==> src/hw/gpe_regs.svh <==
// register indices, field positions and reset values of the pin block
`ifndef GPE_REGS_SVH
`define GPE_REGS_SVH
// register indices; the byte address is four times the index
`define GPE_IDX_DOUT   8'h50
`define GPE_IDX_DIR    8'h51
`define GPE_IDX_LVL    8'h52
`define GPE_IDX_SOE    8'h53
`define GPE_RST_DOUT   8'h00
`define GPE_RST_DIR    8'hff
`define GPE_RST_LVL    8'h00
`define GPE_RST_SOE    8'h00
// bit 1 of the pin registers drives no pin
`define GPE_PIN_MASK   8'hfd
`define GPE_IDX_LSB    2
`define GPE_IDX_MSB    9
`define GPE_HSIZE_WORD 3'h2
`endif

==> src/hw/gpe_pkg.sv <==
// types of the pin direction and stream enable block
package gpe_pkg;
   typedef logic [7:0] gpe_byte_t;
   typedef struct packed {
      gpe_byte_t dout;
      gpe_byte_t dir;
      gpe_byte_t soe;
      gpe_byte_t gpio_out;
      gpe_byte_t gpio_oe;
      gpe_byte_t strm_out;
      gpe_byte_t strm_oe;
   } gpe_core_s;
   typedef struct packed {
      logic        wr_pend;
      logic        hit;
      gpe_byte_t   idx;
      logic        ready;
      logic [31:0] rdata;
   } gpe_ahb_s;
   typedef struct packed {
      gpe_byte_t meta;
      gpe_byte_t level;
   } gpe_sync_s;
endpackage

==> src/hw/gpe_reg_if.sv <==
// register access carrier between the bus slave and the pin core
`timescale 1ns/1ps
interface gpe_reg_if;
   logic               wr_stb;
   logic               hit;
   gpe_pkg::gpe_byte_t idx;
   logic [31:0]        wdata;
   gpe_pkg::gpe_byte_t rdata;
   modport bus  (output wr_stb, hit, idx, wdata, input rdata);
   modport core (input wr_stb, hit, idx, wdata, output rdata);
endinterface

==> src/hw/gpe_pin_sync.sv <==
// two-stage synchroniser for the general-purpose pin levels
`timescale 1ns/1ps
`include "gpe_regs.svh"
module gpe_pin_sync (
   input  logic               clock,
   input  logic               sys_rst,
   input  gpe_pkg::gpe_byte_t pin_async,
   output gpe_pkg::gpe_byte_t pin_level
);
   gpe_pkg::gpe_sync_s sync_reg;
   gpe_pkg::gpe_sync_s sync_next;

   always_comb begin
      sync_next.meta  = pin_async;
      sync_next.level = sync_reg.meta;
   end

   always_ff @(posedge clock) begin
      if (sys_rst) begin
         sync_reg <= '{meta: `GPE_RST_LVL, level: `GPE_RST_LVL};
      end else begin
         sync_reg <= sync_next;
      end
   end

   assign pin_level = sync_reg.level;
endmodule // gpe_pin_sync

==> src/hw/gpe_ahb_slave.sv <==
// ahb-lite slave: writes with no wait, reads with one wait state
`timescale 1ns/1ps
`include "gpe_regs.svh"
module gpe_ahb_slave (
   input  logic        clock,
   input  logic        sys_rst,
   input  logic        hsel,
   input  logic [31:0] haddr,
   input  logic [1:0]  htrans,
   input  logic        hwrite,
   input  logic [2:0]  hsize,
   input  logic [31:0] hwdata,
   input  logic        hready,
   output logic        hreadyout,
   output logic [31:0] hrdata,
   output logic        hresp,
   gpe_reg_if.bus      regs
);
   gpe_pkg::gpe_ahb_s ahb_reg;
   gpe_pkg::gpe_ahb_s ahb_next;
   logic              take;

   assign take         = hsel && htrans[1] && hready;
   assign regs.wr_stb  = ahb_reg.wr_pend;
   assign regs.hit     = ahb_reg.hit;
   assign regs.idx     = ahb_reg.idx;
   assign regs.wdata   = hwdata;
   assign hreadyout    = ahb_reg.ready;
   assign hrdata       = ahb_reg.rdata;
   assign hresp        = 1'b0;

   always_comb begin
      ahb_next         = ahb_reg;
      ahb_next.wr_pend = 1'b0;
      if (!ahb_reg.ready) begin
         ahb_next.ready = 1'b1;
         ahb_next.rdata = {24'h000000, regs.rdata};
      end
      if (take) begin
         ahb_next.idx     = haddr[`GPE_IDX_MSB:`GPE_IDX_LSB];
         ahb_next.hit     = (haddr[31:10] == 22'h000000) && (hsize == `GPE_HSIZE_WORD);
         ahb_next.wr_pend = hwrite;
         ahb_next.ready   = hwrite;
      end
   end

   always_ff @(posedge clock) begin
      if (sys_rst) begin
         ahb_reg <= '{wr_pend: 1'b0, hit: 1'b0, idx: 8'h00, ready: 1'b1, rdata: 32'h00000000};
      end else begin
         ahb_reg <= ahb_next;
      end
   end
endmodule // gpe_ahb_slave

==> src/hw/gpe_top.sv <==
// pin direction, pin level and stream output enable block
//
// The implementer's own choice: the AHB-Lite interface to the registers.
`timescale 1ns/1ps
`include "gpe_regs.svh"
// ****************************************************************
// Contract
// - direction register at 51h, bits 7..2,0
// - direction 0 drives pin, 1 floats it; a pin with pin_alt_en set follows pin_alt_oe instead
// - direction register resets to ffh
// - bit 1 reserved, controls no pin
// - level register at 52h reads pin levels
// - level register resets 00h, ignores writes
// - stream enable register at 53h, eight bits
// - stream enable 1 drives, 0 disables
// - stream enable register resets to 00h
// - output pin drives data register 50h bit; a pin with pin_alt_en set drives pin_alt_out instead
// ****************************************************************
module gpe_top (
   input  logic        clock,
   input  logic        sys_rst,
   input  logic        hsel,
   input  logic [31:0] haddr,
   input  logic [1:0]  htrans,
   input  logic        hwrite,
   input  logic [2:0]  hsize,
   input  logic [31:0] hwdata,
   input  logic        hready,
   output logic        hreadyout,
   output logic [31:0] hrdata,
   output logic        hresp,
   input  logic [7:0]  gpio_in,
   output logic [7:0]  gpio_out,
   output logic [7:0]  gpio_oe,
   input  logic [7:0]  pin_alt_en,
   input  logic [7:0]  pin_alt_out,
   input  logic [7:0]  pin_alt_oe,
   input  logic [7:0]  stream_data,
   output logic [7:0]  stream_out,
   output logic [7:0]  stream_oe
);
   // ****************************************************************
   // constants and state
   // ****************************************************************
   localparam gpe_pkg::gpe_byte_t PIN_MASK = `GPE_PIN_MASK;
   localparam gpe_pkg::gpe_core_s CORE_RST = '{
      dout:     `GPE_RST_DOUT,
      dir:      `GPE_RST_DIR,
      soe:      `GPE_RST_SOE,
      gpio_out: 8'h00,
      gpio_oe:  8'h00,
      strm_out: 8'h00,
      strm_oe:  8'h00
   };

   gpe_pkg::gpe_core_s core_reg;
   gpe_pkg::gpe_core_s core_next;
   gpe_pkg::gpe_byte_t pin_level;
   gpe_pkg::gpe_byte_t wdata_b;
   logic               wr_dout;
   logic               wr_dir;
   logic               wr_lvl;
   logic               wr_soe;
   logic               rd_take;

   gpe_reg_if regs ();

   // ****************************************************************
   // decode helpers
   // ****************************************************************
   function automatic logic wr_hit(
      input logic               stb,
      input logic               hit,
      input gpe_pkg::gpe_byte_t idx,
      input gpe_pkg::gpe_byte_t want
   );
      return stb && hit && (idx == want);
   endfunction

   function automatic gpe_pkg::gpe_byte_t reg_read(
      input logic               hit,
      input gpe_pkg::gpe_byte_t idx,
      input gpe_pkg::gpe_core_s c,
      input gpe_pkg::gpe_byte_t lvl
   );
      gpe_pkg::gpe_byte_t val;
      val = 8'h00;
      if (hit) begin
         case (idx)
            `GPE_IDX_DOUT: val = c.dout;
            `GPE_IDX_DIR:  val = c.dir;
            `GPE_IDX_LVL:  val = lvl & PIN_MASK;
            `GPE_IDX_SOE:  val = c.soe;
            default:       val = 8'h00;
         endcase
      end
      return val;
   endfunction

   // ****************************************************************
   // bus slave and pin synchroniser
   // ****************************************************************
   gpe_ahb_slave u_ahb (
      .clock     (clock),
      .sys_rst   (sys_rst),
      .hsel      (hsel),
      .haddr     (haddr),
      .htrans    (htrans),
      .hwrite    (hwrite),
      .hsize     (hsize),
      .hwdata    (hwdata),
      .hready    (hready),
      .hreadyout (hreadyout),
      .hrdata    (hrdata),
      .hresp     (hresp),
      .regs      (regs.bus)
   );

   gpe_pin_sync u_sync (
      .clock     (clock),
      .sys_rst   (sys_rst),
      .pin_async (gpio_in),
      .pin_level (pin_level)
   );

   // ****************************************************************
   // register access
   // ****************************************************************
   assign wdata_b = regs.wdata[7:0];
   assign wr_dout = wr_hit(regs.wr_stb, regs.hit, regs.idx, `GPE_IDX_DOUT);
   assign wr_dir  = wr_hit(regs.wr_stb, regs.hit, regs.idx, `GPE_IDX_DIR);
   assign wr_lvl  = wr_hit(regs.wr_stb, regs.hit, regs.idx, `GPE_IDX_LVL);
   assign wr_soe  = wr_hit(regs.wr_stb, regs.hit, regs.idx, `GPE_IDX_SOE);
   assign rd_take = hsel && htrans[1] && hready && !hwrite;

   // level register reads the synchronised pins, reserved bit as zero
   assign regs.rdata = reg_read(regs.hit, regs.idx, core_reg, pin_level);

   // ****************************************************************
   // next state
   // ****************************************************************
   always_comb begin
      core_next = core_reg;
      if (wr_dout) begin
         core_next.dout = wdata_b;
      end
      if (wr_dir) begin
         core_next.dir = wdata_b;
      end
      if (wr_soe) begin
         core_next.soe = wdata_b;
      end
      // a write to the level register falls through with no effect
      for (int i = 0; i < 8; i++) begin
         if (pin_alt_en[i]) begin
            core_next.gpio_out[i] = pin_alt_out[i];
            core_next.gpio_oe[i]  = pin_alt_oe[i];
         end else begin
            core_next.gpio_out[i] = PIN_MASK[i] & core_next.dout[i];
            core_next.gpio_oe[i]  = PIN_MASK[i] & ~core_next.dir[i];
         end
      end
      core_next.strm_out = stream_data;
      core_next.strm_oe  = core_next.soe;
   end

   always_ff @(posedge clock) begin
      if (sys_rst) begin
         core_reg <= CORE_RST;
      end else begin
         core_reg <= core_next;
      end
   end

   // ****************************************************************
   // pin outputs; a low enable leaves the pin floating
   // ****************************************************************
   assign gpio_out   = core_reg.gpio_out;
   assign gpio_oe    = core_reg.gpio_oe;
   assign stream_out = core_reg.strm_out;
   assign stream_oe  = core_reg.strm_oe;

   // ****************************************************************
   // assertions
   // ****************************************************************
   property p_dir_reset;
      @(posedge clock)
         sys_rst |=> (core_reg.dir == `GPE_RST_DIR) && (core_reg.dout == `GPE_RST_DOUT);
   endproperty
   a_dir_reset: assert property (p_dir_reset)
      else $error("direction register not ffh after reset");

   property p_dir_write;
      @(posedge clock) disable iff (sys_rst)
         wr_dir |=> core_reg.dir == $past(wdata_b);
   endproperty
   a_dir_write: assert property (p_dir_write)
      else $error("direction write not stored");

   property p_out_enable;
      @(posedge clock) disable iff (sys_rst)
         !$past(sys_rst) |->
            ((gpio_oe ^ (~core_reg.dir & PIN_MASK)) & ~$past(pin_alt_en)) == 8'h00;
   endproperty
   a_out_enable: assert property (p_out_enable)
      else $error("pin enable does not follow direction");

   property p_input_float;
      @(posedge clock) disable iff (sys_rst)
         (core_reg.dir & ~$past(pin_alt_en) & gpio_oe) == 8'h00;
   endproperty
   a_input_float: assert property (p_input_float)
      else $error("input pin is driven");

   property p_resv_bit;
      @(posedge clock) disable iff (sys_rst)
         !$past(pin_alt_en[1]) |-> !gpio_oe[1] && !gpio_out[1];
   endproperty
   a_resv_bit: assert property (p_resv_bit)
      else $error("reserved bit drives a pin");

   property p_level_sample;
      @(posedge clock) disable iff (sys_rst)
         !$past(sys_rst) && !$past(sys_rst, 2) |-> pin_level == $past(gpio_in, 2);
   endproperty
   a_level_sample: assert property (p_level_sample)
      else $error("pin level not two cycles behind pin");

   property p_level_read;
      @(posedge clock) disable iff (sys_rst)
         rd_take && (haddr[`GPE_IDX_MSB:`GPE_IDX_LSB] == `GPE_IDX_LVL)
            && (haddr[31:10] == 22'h000000) && (hsize == `GPE_HSIZE_WORD)
         |=> !hreadyout ##1 hreadyout && (hrdata == {24'h000000, $past(pin_level) & PIN_MASK});
   endproperty
   a_level_read: assert property (p_level_read)
      else $error("level register read wrong");

   property p_level_nowrite;
      @(posedge clock) disable iff (sys_rst)
         wr_lvl |=> $stable(core_reg.dir) && $stable(core_reg.dout) && $stable(core_reg.soe);
   endproperty
   a_level_nowrite: assert property (p_level_nowrite)
      else $error("write to level register changed state");

   property p_level_reset;
      @(posedge clock)
         sys_rst ##1 sys_rst |-> pin_level == `GPE_RST_LVL;
   endproperty
   a_level_reset: assert property (p_level_reset)
      else $error("level register not 00h in reset");

   property p_soe_write;
      @(posedge clock) disable iff (sys_rst)
         wr_soe |=> (core_reg.soe == $past(wdata_b)) && (stream_oe == $past(wdata_b));
   endproperty
   a_soe_write: assert property (p_soe_write)
      else $error("stream enable write not applied");

   property p_stream_drive;
      @(posedge clock) disable iff (sys_rst)
         !$past(sys_rst) |-> (stream_oe == core_reg.soe) && (stream_out == $past(stream_data));
   endproperty
   a_stream_drive: assert property (p_stream_drive)
      else $error("stream pins do not follow enable");

   property p_soe_reset;
      @(posedge clock)
         sys_rst |=> (stream_oe == 8'h00) && (core_reg.soe == `GPE_RST_SOE);
   endproperty
   a_soe_reset: assert property (p_soe_reset)
      else $error("stream pins enabled after reset");

   property p_dout_drive;
      @(posedge clock) disable iff (sys_rst)
         wr_dout |=> ((gpio_out ^ ($past(wdata_b) & PIN_MASK)) & ~$past(pin_alt_en)) == 8'h00;
   endproperty
   a_dout_drive: assert property (p_dout_drive)
      else $error("pin value does not follow data register");

   property p_alt_override;
      @(posedge clock) disable iff (sys_rst)
         !$past(sys_rst) |->
            (((gpio_oe ^ $past(pin_alt_oe)) | (gpio_out ^ $past(pin_alt_out)))
               & $past(pin_alt_en)) == 8'h00;
   endproperty
   a_alt_override: assert property (p_alt_override)
      else $error("alternate function not passed to pin");

   property p_read_wait;
      @(posedge clock) disable iff (sys_rst)
         rd_take |=> !hreadyout ##1 hreadyout;
   endproperty
   a_read_wait: assert property (p_read_wait)
      else $error("read did not take exactly one wait state");

   property p_write_nowait;
      @(posedge clock) disable iff (sys_rst)
         hsel && htrans[1] && hready && hwrite |=> hreadyout && regs.wr_stb;
   endproperty
   a_write_nowait: assert property (p_write_nowait)
      else $error("write stalled the bus");

   property p_dir_hold;
      @(posedge clock) disable iff (sys_rst)
         !wr_dir |=> $stable(core_reg.dir);
   endproperty
   a_dir_hold: assert property (p_dir_hold)
      else $error("direction register changed without a write");

   property p_soe_hold;
      @(posedge clock) disable iff (sys_rst)
         !wr_soe |=> $stable(core_reg.soe);
   endproperty
   a_soe_hold: assert property (p_soe_hold)
      else $error("stream enable register changed without a write");

   property p_dout_hold;
      @(posedge clock) disable iff (sys_rst)
         !wr_dout |=> $stable(core_reg.dout);
   endproperty
   a_dout_hold: assert property (p_dout_hold)
      else $error("data register changed without a write");

   property p_bad_size_write;
      @(posedge clock) disable iff (sys_rst)
         hsel && htrans[1] && hready && hwrite && (hsize != `GPE_HSIZE_WORD)
         |=> ##1 $stable(core_reg.dir) && $stable(core_reg.dout) && $stable(core_reg.soe);
   endproperty
   a_bad_size_write: assert property (p_bad_size_write)
      else $error("write of wrong size changed a register");

   property p_bad_size_read;
      @(posedge clock) disable iff (sys_rst)
         rd_take && (hsize != `GPE_HSIZE_WORD) |=> ##1 hreadyout && (hrdata == 32'h00000000);
   endproperty
   a_bad_size_read: assert property (p_bad_size_read)
      else $error("read of wrong size returned data");

   property p_pins_reset;
      @(posedge clock)
         sys_rst |=> (stream_out == 8'h00) && (gpio_oe == 8'h00) && (gpio_out == 8'h00);
   endproperty
   a_pins_reset: assert property (p_pins_reset)
      else $error("pins driven after reset");

endmodule // gpe_top

==> config.mk <==
export PLATFORM = sky130hd
export DESIGN_NAME = gpe_top
export DESIGN_NICKNAME = d
export VERILOG_FILES = /design/src/hw/gpe_pkg.sv /design/src/hw/gpe_reg_if.sv /design/src/hw/gpe_pin_sync.sv /design/src/hw/gpe_ahb_slave.sv /design/src/hw/gpe_top.sv
export VERILOG_INCLUDE_DIRS = /design/src /design/src/hw
export SDC_FILE = /design/constraint.sdc
export NUM_CORES = 1
export LEC_CHECK = 0
export BUFFER_PORTS_ARGS = -buffer_cell sky130_fd_sc_hd__buf_2
export CAP_MARGIN = 30
export CORE_UTILIZATION = 32
export CTS_CLUSTER_SIZE = 24
export DETAILED_ROUTE_END_ITERATION = 10
export HOLD_SLACK_MARGIN = 0.06
export SLEW_MARGIN = 0
export SYNTH_ARGS = -nofsm -noshare
export SYNTH_HDL_FRONTEND = slang
export SYNTH_SLANG_ARGS = --single-unit
==> constraint.sdc <==
create_clock -name clock -period 1.4 [get_ports clock]
set_clock_uncertainty 0.1 [all_clocks]
set_input_delay 0.21 -clock clock [delete_from_list [all_inputs] [get_ports clock]]
set_output_delay 0.21 -clock clock [all_outputs]
set_load 0.01 [all_outputs]
==> results of run 1 <==
-- per-layer routing --
| layer | vias up | share of wire | track usage |
|---|---|---|---|
| li1 | 1470 | - | - |
| met1 | 1355 | 0.41 | 0.167 |
| met2 | 115 | 0.49 | 0.255 |
| met3 | 13 | 0.084 | 0.0605 |
| met4 | 0 | 0.014 | 0.0450 |
| met5 | - | 0 | 0 |
-- final timing paths --
check	start	to	slack (ps)	depth (start not counted)
min reg2reg	u_sync.sync_next[2]$_SDFF_PP0_	u_sync.pin_level[2]$_SDFF_PP0_	340	1
max reg2reg	u_ahb.regs.idx[2]$_SDFFE_PP0P_	gpio_out[2]$_SDFF_PP0_	-170	5
min	hwdata[2]	stream_oe[2]$_SDFFE_PP0P_	80	3
max	u_ahb.regs.idx[2]$_SDFFE_PP0P_	gpio_out[2]$_SDFF_PP0_	-170	5
-- layout by cell type (no fill, tap or decap), types with 2 or more instances in the layout --
master | netlist | final
a211o_1 | 8 | 8
a211oi_1 | 7 | 3
a211oi_2 | 0 | 4
a21oi_1 | 9 | 9
a221o_1 | 7 | 7
a22oi_2 | 0 | 7
and3b_1 | 2 | 2
and4bb_4 | 1 | 2
buf_12 | 1 | 4
buf_2 | 2 | 125
buf_4 | 58 | 17
buf_6 | 3 | 3
bufinv_16 | 0 | 2
clkbuf_8 | 0 | 9
conb_1 | 1 | 25
dfxtp_1 | 81 | 78
dfxtp_2 | 0 | 2
dlygate4sd3_1 | 0 | 53
inv_1 | 15 | 15
inv_6 | 0 | 4
mux2i_1 | 16 | 11
mux2i_2 | 0 | 4
mux4_2 | 7 | 7
nand2_1 | 17 | 17
nor2_1 | 49 | 49
nor2b_1 | 22 | 22
nor3_1 | 7 | 7
nor4_1 | 5 | 5
nor4_2 | 7 | 7
-- synthesized netlist by cell type (all sizes together), types with 2 or more instances --
cell type / n
a22oi: 8
a221o: 7
nand3: 2
nor3: 7
nor4: 12
mux4: 7
inv: 15
and3b: 2
and4: 2
a211oi: 7
a211o: 8
mux2i: 16
dfxtp: 81
clkbuf: 12
buf: 65
a21oi: 9
nand2: 17
nor2: 49
and4bb: 2
nor2b: 22
-- kinds of logic (layout without fill, tap and decap cells) --
family,count (synthesis),count (layout)
buffers and inverters,92,233
and+or+nand+nor,122,122
other,1,26
DFF,81,81
muxes,24,24
AOI/OAI and AO/OA,40,40
-- metrics by stage --
| stage | cells | utilization | setup slack [ps] | total power, W | TNS (ps) |
|---|---|---|---|---|---|
| final | 666 | 0.461 | -167 | 0.00492 | -4240 |
| after global routing | 666 | 0.461 | -210 | 0.00514 | -6460 |
| after global placement | 596 | 0.381 | -134 | 0.00284 | -3910 |
| after detailed placement | 596 | 0.381 | -159 | 0.00285 | -4870 |
| after CTS | 665 | 0.455 | -150 | 0.00497 | -4190 |
| after floorplan | 384 | - | -46.8 | 0.00271 | -1030 |
-- critical path: stages, from the launching register on --
cell	delay [ps]
dfxtp_2	330
and4bb_4	360
nand3_2	120
buf_12	180
mux2i_2	250
a211oi_2	110
-- layout make-up --
| class | count | share of cell area |
|---|---|---|
| timing repair buffer | 202 | 0.280 |
| inverter | 15 | 0.0113 |
| clock inverter | 7 | 0.0213 |
| clock buffer | 9 | 0.0248 |
| multi-input combinational | 211 | 0.302 |
| sequential | 81 | 0.326 |
| antenna | 1 | 0.000501 |
| tap | 140 | 0.0350 |
-- power by group through the flow --
stage / sequential [W] / clock, W / combinational, W
floorplan: 0.00243 / 0 / 0.000284
global placement: 0.00243 / 0 / 0.000408
detailed placement: 0.00244 / 0 / 0.000415
CTS: 0.00238 / 0.00205 / 0.000532
global route: 0.00239 / 0.00216 / 0.000592
finish: 0.00238 / 0.00200 / 0.000541
-- repair_timing --
item / CTS / global route
pin swaps: 9 / 10
gates cloned: 0 / 0
setup endpoints to repair: 45 / 47
hold buffers: 53 / 0
resized for setup: 10 / 16
endpoints found under the hold margin: 45 / 0
==> key figures, run 1 <==
Run status
  • Outcome: complete, but fails checks
  • Failing checks: negative setup slack

Synth
  • Area share of fa/ha/maj cells after synthesis: 0
  • Area share of and/or/nand/nor cells after synthesis: 0.194
  • Main synth FF type: dfxtp_1
  • Mux contribution to synthesized area: 0.0925
  • Largest cells by area after synthesis: dfxtp_1 46%, buf_4 12%, nor2_1 5.2%
  • Asr flop ratio synth: 0
  • Syn_area_per_cell: 9.88 µm²
  • Synth top area share: 0.456
  • Post-synth EDFFs: 0
  • Synth cell types: 39
  • Netlist Area Pre-Place: 3560 µm²
  • Area leader, netlist: dfxtp_1
  • Cells after synthesis: 360
  • Xor/xnor share of the synthesized area: 0
  • Compound-Gate Fraction of Synth Area: 0.0862
  • Largest family of logic cells by synthesized area: simple AND/OR/NAND/NOR gates
  • Syn. warnings: 0
  • FF+latch count, synth: 81
  • Seq/Total Area, Yosys: 0.456

Job
  • Max cap viols: 0

CTS
  • TritonCTS buffer count: 9
  • CTS Sinks: 81
  • Clock Path Buffers: 2
  • Clock Latency Late Sink: 350 ps
  • CTS clk-pin slew, worst paths: 100 ps
  • CTS tree: yes
  • H-tree Lvls: 3
  • Post-CTS Setup Inserts: 0
  • Root buf cell: clkbuf_8

Global routing
  • Congestion Overflow GR: 0
  • Total GRT Usage: 0.148
  • Global-route wire length before repair: 13000 µm
  • Vias in the first global route: 2774
  • Initial antenna violation count: 1
  • Pin count of the biggest net entering global routing: 25

Power
  • P_sw: 0.00121 W
  • Sequential share of power: 0.484
  • Peak VDD IR: 0.536 mV
  • Sw Share: 0.247
  • PD cells: 984 nW/µm²
  • Standby leakage power: 2.28 nW
  • Pint: 0.00371 W
  • Gate power share: 0.110
  • Clock network fraction of design power: 0.406

Placement
  • Final GP Congestion: 0.708
  • Number of buffers added on ports: 126
  • Post-place instance area: 4130 µm²
  • HPWL after detailed placement: 6150 µm

Critical path
  • CP Capture Type: flop
  • Worst setup SP type: flop
  • CP Max Fanout: 6
  • Worst EP arrival: 1710 ps
  • Worst EP required: 1540 ps
  • Type of the worst setup path: reg2reg

Timing
  • Achievable Freq: 638 MHz
  • Endpoints failing setup: 44
  • Final Cycle Share: 1.12
  • Hold WS: 78.4 ps
  • Min Tclk post-route: 1570 ps
  • Post-layout worst setup margin: -167 ps
  • RSZ-0062 raised after global routing: true
  • Hold Violations, Final: 0
  • Max Slew Vio Count: 0

Cells and area
  • Max FFs per register: 16
  • Reg area: 1630 µm²
  • Fill count: 1027
  • Area of the multi-input gates: 1510 µm²
  • Fin nets: 634
  • Area Overhead vs Synth: 40.6%
  • Layout cells sized above 1: 0.390
  • Final instance area: 5000 µm²

Detailed routing
  • # DRC: 0
  • Routed WL per cell: 13.2 µm
  • Vias: 2953
  • Vias per cell: 4.43
  • Drt total wl: 8770 µm
  • Antenna viol nets, final: 0
  • Drt first pass iters: 4
  • Starting DRT DRC Count: 85

Die
  • DIE HEIGHT: 107 µm
  • Die area: 11500 µm²
  • Number of top-level pins: 180
  • Initial Utilization: 0.328
  • Width of the chip: 107 µm
  • Num rows: 38
  • Core box area: 10800 µm²

Worst hold path
  • Hold Crit Class: in2reg
(Power assumes the default switching activity.)
==> run 2: changes to the inputs <==
--- a/config.mk
+++ b/config.mk
@@ -6,6 +6,7 @@
 export SDC_FILE = /design/constraint.sdc
 export NUM_CORES = 1
 export LEC_CHECK = 0
+export ABC_AREA = 1
 export BUFFER_PORTS_ARGS = -buffer_cell sky130_fd_sc_hd__buf_2
 export CAP_MARGIN = 30
 export CORE_UTILIZATION = 32
==> key figures, run 2 <==
Detailed routing
  • Antenna viol nets, final: 0 (unchanged)
  • Met3 Wirelength: 415 µm (-44%)
  • M1 WL: 3920 µm (+8.6%)
  • Vias: 3311 (+12%)
  • Starting DRT DRC Count: 111 (+31%)
  • Drt first pass iters: 4 (unchanged)
  • Metal2 WL: 4330 µm (+0.60%)
  • Routed WL per cell: 11.2 µm (-15%)
  • Drt total wl: 8810 µm (+0.39%)
  • # DRC: 0 (unchanged)
  • Vias per cell: 4.22 (-4.8%)
  • Highest routed layer: met4

CTS
  • CTS clk-pin slew, worst paths: 60 ps (-40 ps)
  • H-tree Lvls: 3 (unchanged)
  • Clock Latency Late Sink: 330 ps (-20 ps)
  • Clock Path Buffers: 2 (unchanged)
  • CTS tree: yes
  • Root buf cell: clkbuf_16
  • TritonCTS buffer count: 9 (unchanged)
  • CTS Sinks: 81 (unchanged)

Synth
  • FF+latch count, synth: 81 (unchanged)
  • Seq/Total Area, Yosys: 0.437 (-0.0189)
  • Largest cells by area after synthesis: dfxtp_1 44%, buf_4 12%, nor2_1 7.8%
  • Synth cell types: 28 (-28%)
  • Synth cell count leaders: 81 x dfxtp_1, 77 x nor2_1, 70 x nand2_1, 67 x inv_1, 57 x buf_4
  • Asr flop ratio synth: 0 (unchanged)
  • Area leader, netlist: dfxtp_1
  • Syn_area_per_cell: 7.40 µm² (-25%)
  • Cells after synthesis: 501 (+39%)
  • Synth top area share: 0.437 (-0.0189)
  • Syn. warnings: 0 (unchanged)
  • Main synth FF type: dfxtp_1
  • Post-synth EDFFs: 0 (unchanged)
  • Top-count cell post-synth: dfxtp_1
  • Netlist Area Pre-Place: 3710 µm² (+4.3%)

Placement
  • Number of buffers added on ports: 126 (unchanged)
  • Post-place instance area: 4280 µm² (+3.6%)
  • DP Cell Count: 737 (+24%)
  • Post-Place Worst Slack: -200 ps (-41.6 ps)
  • HPWL after detailed placement: 6330 µm (+2.9%)
  • Final GP Congestion: 0.846 (+19%)

Critical path
  • Worst path cell trace: nand2_2, nor2_4, buf_4, nand3_4, clkbuf_16, a21oi_4, nand2_1, nand2_1, inv_1
  • CP Max Fanout: 8 (+2)
  • Worst EP required: 1530 ps (about the same)
  • R2R Setup Slk: -100 ps (+70 ps)
  • Crit path max-delay family: simple AND/OR/NAND/NOR gates
  • Worst setup SP type: flop
  • Type of the worst setup path: reg2reg
  • Most used cell, CP: nand2_1
  • Worst EP arrival: 1630 ps (-80 ps)
  • CP Capture Type: flop
  • Slowest stage delay, CP: 330 ps (-30 ps)
  • CP max stage cell: dfxtp_2
  • WP buf/inv: 3 (+2)

Die
  • DIE HEIGHT: 110 µm (+2.1%)
  • Num rows: 38 (unchanged)
  • Number of top-level pins: 180 (unchanged)
  • Core box area: 11100 µm² (+2.2%)
  • Width of the chip: 110 µm (+2.1%)
  • Die area: 12000 µm² (+4.2%)
  • Initial Utilization: 0.335 (+0.00685)

Run status
  • Failing checks: negative setup slack
  • Outcome: complete, but fails checks

Cells and area
  • Final instance area: 5080 µm² (+1.6%)
  • Leading cell type in the layout, fill and taps excluded: buf_2
  • Max FFs per register: 16 (unchanged)
  • Layout cells sized above 1: 0.345 (-0.0458)
  • Fin nets: 753 (+19%)
  • Highest-count cells in the layout ignoring fill and taps: 126 x buf_2, 76 x dfxtp_1, 73 x nor2_1, 65 x nand2_1, 64 x inv_1
  • N_diodes: 0 (-1)
  • Non-Filler Instances: 784 (+18%)
  • Area Overhead vs Synth: 36.8%

Power
  • Peak VDD IR: 0.526 mV (-1.9%)
  • Clock network fraction of design power: 0.478 (+0.072)
  • P_sw: 0.00124 W (+2.3%)
  • Sw Share: 0.220 (-0.0262)
  • PD cells: 1110 nW/µm² (+13%)
  • Gate power share: 0.097 (-0.013)
  • Standby leakage power: 2.64 nW (+16%)
  • Pint: 0.00439 W (+18%)
  • Sequential share of power: 0.426 (-0.058)
  • Tot Pwr: 0.00563 W (+14%)

Timing
  • Hold WS: 63.2 ps (-15.2 ps)
  • Max Slew Vio Count: 0 (unchanged)
  • Min Tclk post-route: 1500 ps (-68.9 ps)
  • Final Cycle Share: 1.07 (-0.0492)
  • Hold Violations, Final: 0 (unchanged)
  • Endpoints failing setup: 25 (-43%)
  • RSZ-0062 raised after global routing: true
  • Post-layout worst setup margin: -98.0 ps (+68.9 ps)
  • Achievable Freq: 668 MHz (+4.6%)

Global routing
  • Vias in the first global route: 3113 (+12%)
  • Pin count of the biggest net entering global routing: 41 (+64%)
  • Total GRT Usage: 0.153 (+0.00465)
  • Congestion Overflow GR: 0 (unchanged)
  • Global-route wire length before repair: 14100 µm (+8.4%)
  • Initial antenna violation count: 0 (-1)

Worst hold path
  • Hold Crit Class: in2reg

Job
  • Max cap viols: 0 (unchanged)
-- run 2: cell count changes after synthesis, moves of 8 or more --
cell / previous run / this run
nor2_1: 49 / 77
a22oi_1: 8 / 0
a21oi_1: 9 / 25
mux2i_1: 16 / 0
nor2b_1: 22 / 0
o21ai_0: 0 / 23
a211o_1: 8 / 0
inv_1: 15 / 67
nand2_1: 17 / 70
nand3_1: 1 / 39
-- run 2: worst reg2reg max path: cells and delay by family, from the launching register on --
family / cells / cell delay [ps]
AND/OR/NAND/NOR: 5 / 450
buffers and inverters: 3 / 380
flip-flops: 1 / 330
AO/OA/AOI/OAI: 1 / 150
-- run 2: power groups by stage --
| stage | Sequential, W | Clock, W | Combinational (W) |
|---|---|---|---|
| final | 0.00240 | 0.00269 | 0.000544 |
| after global routing | 0.00240 | 0.00285 | 0.000607 |
| after CTS | 0.00239 | 0.00277 | 0.000541 |
| after detailed placement | 0.00245 | 0 | 0.000482 |
| after global placement | 0.00244 | 0 | 0.000472 |
| after floorplan | 0.00244 | 0 | 0.000342 |
-- run 2: what timing repair did --
item,in CTS,in global routing
hold buffers,24,0
buffers inserted,6,0
endpoints found under the hold margin,22,0
gates cloned,1,1
endpoints found under the setup margin,37,46
gates resized for setup,20,21
pin swaps,5,6
-- run 2: cells by family (layout without fill, tap and decap cells) --
group	Yosys count	in the layout	synth area share
simple gates	213	214	0.259
other cells	1	25	0.00101
buf+inv	144	262	0.210
compound gates	62	62	0.0927
flops	81	81	0.437
-- run 2: layout make-up --
cell class / instances / area (µm²)
timing repair buffer: 176 / 1140
tap: 140 / 175
fill: 1119 / 6000
sequential: 81 / 1630
inverter: 70 / 267
clock inverter: 6 / 115
clock buffer: 10 / 229
multi-input combinational: 301 / 1520
-- run 2: metal layers --
metal	GRT usage	vias to the layer above
met5	0	-
met4	0.0590	0
met3	0.0332	11
met2	0.259	88
met1	0.189	1480
li1	-	1732
-- run 2: worst paths after layout --
path	end	cells past startpoint	startpoint
worst min register to register	u_sync.pin_level[3]$_SDFF_PP0_	2	u_sync.sync_next[3]$_SDFF_PP0_
worst max-delay path	gpio_out[4]$_SDFF_PP0_	9	u_ahb.regs.idx[6]$_SDFFE_PP0P_
worst max register to register	gpio_out[4]$_SDFF_PP0_	9	u_ahb.regs.idx[6]$_SDFFE_PP0P_
worst min-delay path	stream_out[0]$_SDFF_PP0_	2	sys_rst
-- run 2: per-stage QoR --
stage                util  setup TNS (ps)
global placement    0.386           -2690
global route        0.458           -4510
detailed placement  0.386           -3320
floorplan               -            -581
finish              0.458           -1430
CTS                 0.452           -2020
==> run 3: changes to the inputs <==
--- a/config.mk
+++ b/config.mk
@@ -13,6 +13,7 @@
 export CTS_CLUSTER_SIZE = 24
 export DETAILED_ROUTE_END_ITERATION = 10
 export HOLD_SLACK_MARGIN = 0.06
+export PLACE_DENSITY_LB_ADDON = 0.05
 export SLEW_MARGIN = 0
 export SYNTH_ARGS = -nofsm -noshare
 export SYNTH_HDL_FRONTEND = slang
==> key figures, run 3 (synthesized netlist as in run 2, its figures left out) <==
Die
  • Num rows: 38 (unchanged)
  • Initial Utilization: 0.335 (unchanged)
  • Core box area: 11100 µm² (unchanged)
  • Die area: 12000 µm² (unchanged)
  • Number of top-level pins: 180 (unchanged)
  • DIE HEIGHT: 110 µm (unchanged)
  • Width of the chip: 110 µm (unchanged)

Timing
  • Post-layout worst setup margin: -117 ps (-18.6 ps)
  • Hold Violations, Final: 0 (unchanged)
  • RSZ-0062 raised after global routing: true
  • Hold WS: 72.5 ps (+9.24 ps)
  • Max Slew Vio Count: 0 (unchanged)
  • Final Cycle Share: 1.08 (+0.0133)
  • Min Tclk post-route: 1520 ps (+18.6 ps)
  • Achievable Freq: 659 MHz (-1.2%)
  • Endpoints failing setup: 31 (+24%)

Placement
  • HPWL after detailed placement: 6410 µm (+1.3%)
  • DP Cell Count: 739 (+0.27%)
  • Post-place instance area: 4280 µm² (about the same)
  • Final GP Congestion: 0.807 (-4.6%)
  • Number of buffers added on ports: 126 (unchanged)
  • Post-Place Worst Slack: -179 ps (+21.8 ps)

Detailed routing
  • Vias: 3409 (+3.0%)
  • Starting DRT DRC Count: 99 (-11%)
  • # DRC: 0 (unchanged)
  • Drt first pass iters: 6 (+2)
  • Vias per cell: 4.22 (about the same)
  • Routed WL per cell: 11.4 µm (+1.8%)
  • Drt total wl: 9220 µm (+4.7%)
  • Antenna viol nets, final: 0 (unchanged)

Worst hold path
  • Hold Crit Class: in2reg
  • Hold path start: hwdata[3]

Critical path
  • Reg2Reg Launch Point: u_ahb.regs.idx[1]$_SDFFE_PP0P_
  • WP buf/inv: 1 (-2)
  • Crit path max-delay family: simple AND/OR/NAND/NOR gates
  • Worst setup SP type: flop
  • Worst EP arrival: 1650 ps (+20 ps)
  • Worst path cell trace: inv_4, nand2_4, nor2_8, and2_4, nand2_8, nand2_2, o21ai_4, or2_4
  • Slowest stage delay, CP: 330 ps (about the same)
  • Critical path launch point: u_ahb.regs.idx[1]$_SDFFE_PP0P_
  • Type of the worst setup path: reg2reg
  • CP Capture Type: flop
  • CP max stage cell: dfxtp_2
  • CP Max Fanout: 8 (unchanged)
  • Worst EP required: 1530 ps (about the same)

Global routing
  • Total GRT Usage: 0.162 (+0.00861)
  • Congestion Overflow GR: 0 (unchanged)
  • Initial antenna violation count: 0 (unchanged)
  • Vias in the first global route: 3085 (-0.90%)
  • Global-route wire length before repair: 14500 µm (+2.9%)
  • Pin count of the biggest net entering global routing: 29 (-29%)

CTS
  • Clock Path Buffers: 2 (unchanged)
  • CTS tree: yes
  • H-tree Lvls: 3 (unchanged)
  • CTS clk-pin slew, worst paths: 60 ps (about the same)
  • Clock Latency Late Sink: 340 ps (about the same)
  • CTS Sinks: 81 (unchanged)
  • TritonCTS buffer count: 9 (unchanged)
  • Root buf cell: clkbuf_16

Power
  • Peak VDD IR: 0.672 mV (+28%)
  • Sw Share: 0.233 (+0.0127)
  • Standby leakage power: 2.74 nW (+3.7%)
  • Clock network fraction of design power: 0.437 (-0.041)
  • Pint: 0.00409 W (-6.8%)
  • Tot Pwr: 0.00534 W (-5.2%)
  • Gate power share: 0.114 (+0.017)
  • Sequential share of power: 0.449 (+0.023)
  • PD cells: 964 nW/µm² (-13%)
  • P_sw: 0.00124 W (+0.23%)

Run status
  • Failing checks: negative setup slack
  • Outcome: complete, but fails checks

Cells and area
  • Non-Filler Instances: 807 (+2.9%)
  • Final instance area: 5530 µm² (+9.0%)
  • Fill count: 1112 (-0.63%)
  • Max FFs per register: 16 (unchanged)
  • Fin nets: 776 (+3.1%)
  • Highest-count cells in the layout ignoring fill and taps: 127 x buf_2, 75 x dfxtp_1, 69 x nor2_1, 63 x inv_1, 55 x nand2_1
  • Leading cell type in the layout, fill and taps excluded: buf_2
  • Area Overhead vs Synth: 49.2%
  • Layout cells sized above 1: 0.406 (+0.0616)
  • N_diodes: 0 (unchanged)

Job
  • Max cap viols: 0 (unchanged)
## run 3: cell types whose count changed in the layout (fill, tap and decap cells not counted), sizes merged
cell / delta
buf: +9
clkinv: +3
inv: -1
dlygate4sd3: +15
clkbuf: -1
bufinv: -2
## run 3: area by class of cell
type | count | area [µm²] | area share
well taps | 140 | 175 | 0.0317
inverters | 70 | 269 | 0.0486
multi-input cells | 301 | 1810 | 0.326
clock inverters | 6 | 57.6 | 0.0104
repair buffers | 199 | 1360 | 0.245
flip-flops and latches | 81 | 1630 | 0.295
clock buffers | 10 | 239 | 0.0432
## run 3: power by group through the flow
stage,registers [W],clock network [W],logic [W]
floorplan,0.00244,0,0.000342
global placement,0.00244,0,0.000477
detailed placement,0.00244,0,0.000481
CTS,0.00240,0.00244,0.000588
global route,0.00240,0.00250,0.000680
finish,0.00240,0.00233,0.000610
## run 3: routing by layer
| layer | vias to the layer above | wire length [µm] | GRT usage |
|---|---|---|---|
| li1 | 1781 | - | - |
| met1 | 1520 | 4220 | 0.199 |
| met2 | 99 | 4310 | 0.266 |
| met3 | 9 | 582 | 0.0468 |
| met4 | 0 | 104 | 0.0600 |
| met5 | - | 0 | 0 |
## run 3: what timing repair did
action / in CTS / in global routing
resized for setup: 87 / 37
hold endpoints to repair: 35 / 0
setup endpoints to repair: 37 / 45
hold buffers: 38 / 0
gates cloned: 3 / 0
pin swaps: 32 / 34
setup buffers: 8 / 5
## run 3: stage by stage
stage          TNS [ps]  utilization
2_1_floorplan      -581            -
4_1_cts           -2370        0.483
3_5_place_dp      -3040        0.386
3_3_place_gp      -2700        0.386
5_1_grt           -5260        0.500
6_report          -1620        0.500
## run 3: final timing paths
kind,slack (ps),to,depth (start not counted)
max,-120,core_reg[40]$_SDFF_PP1_,8
min reg2reg,300,u_sync.pin_level[0]$_SDFF_PP0_,2
max reg2reg,-120,core_reg[40]$_SDFF_PP1_,8
min,70,stream_oe[3]$_SDFFE_PP0P_,3
## run 3: worst register-to-register path: cells and delay by family (launching register included)
| family | cells | cell delay [ps] |
|---|---|---|
| AND/OR/NAND/NOR | 6 | 860 |
| buffers and inverters | 1 | 70 |
| AO/OA/AOI/OAI | 1 | 60 |
| flip-flops | 1 | 330 |
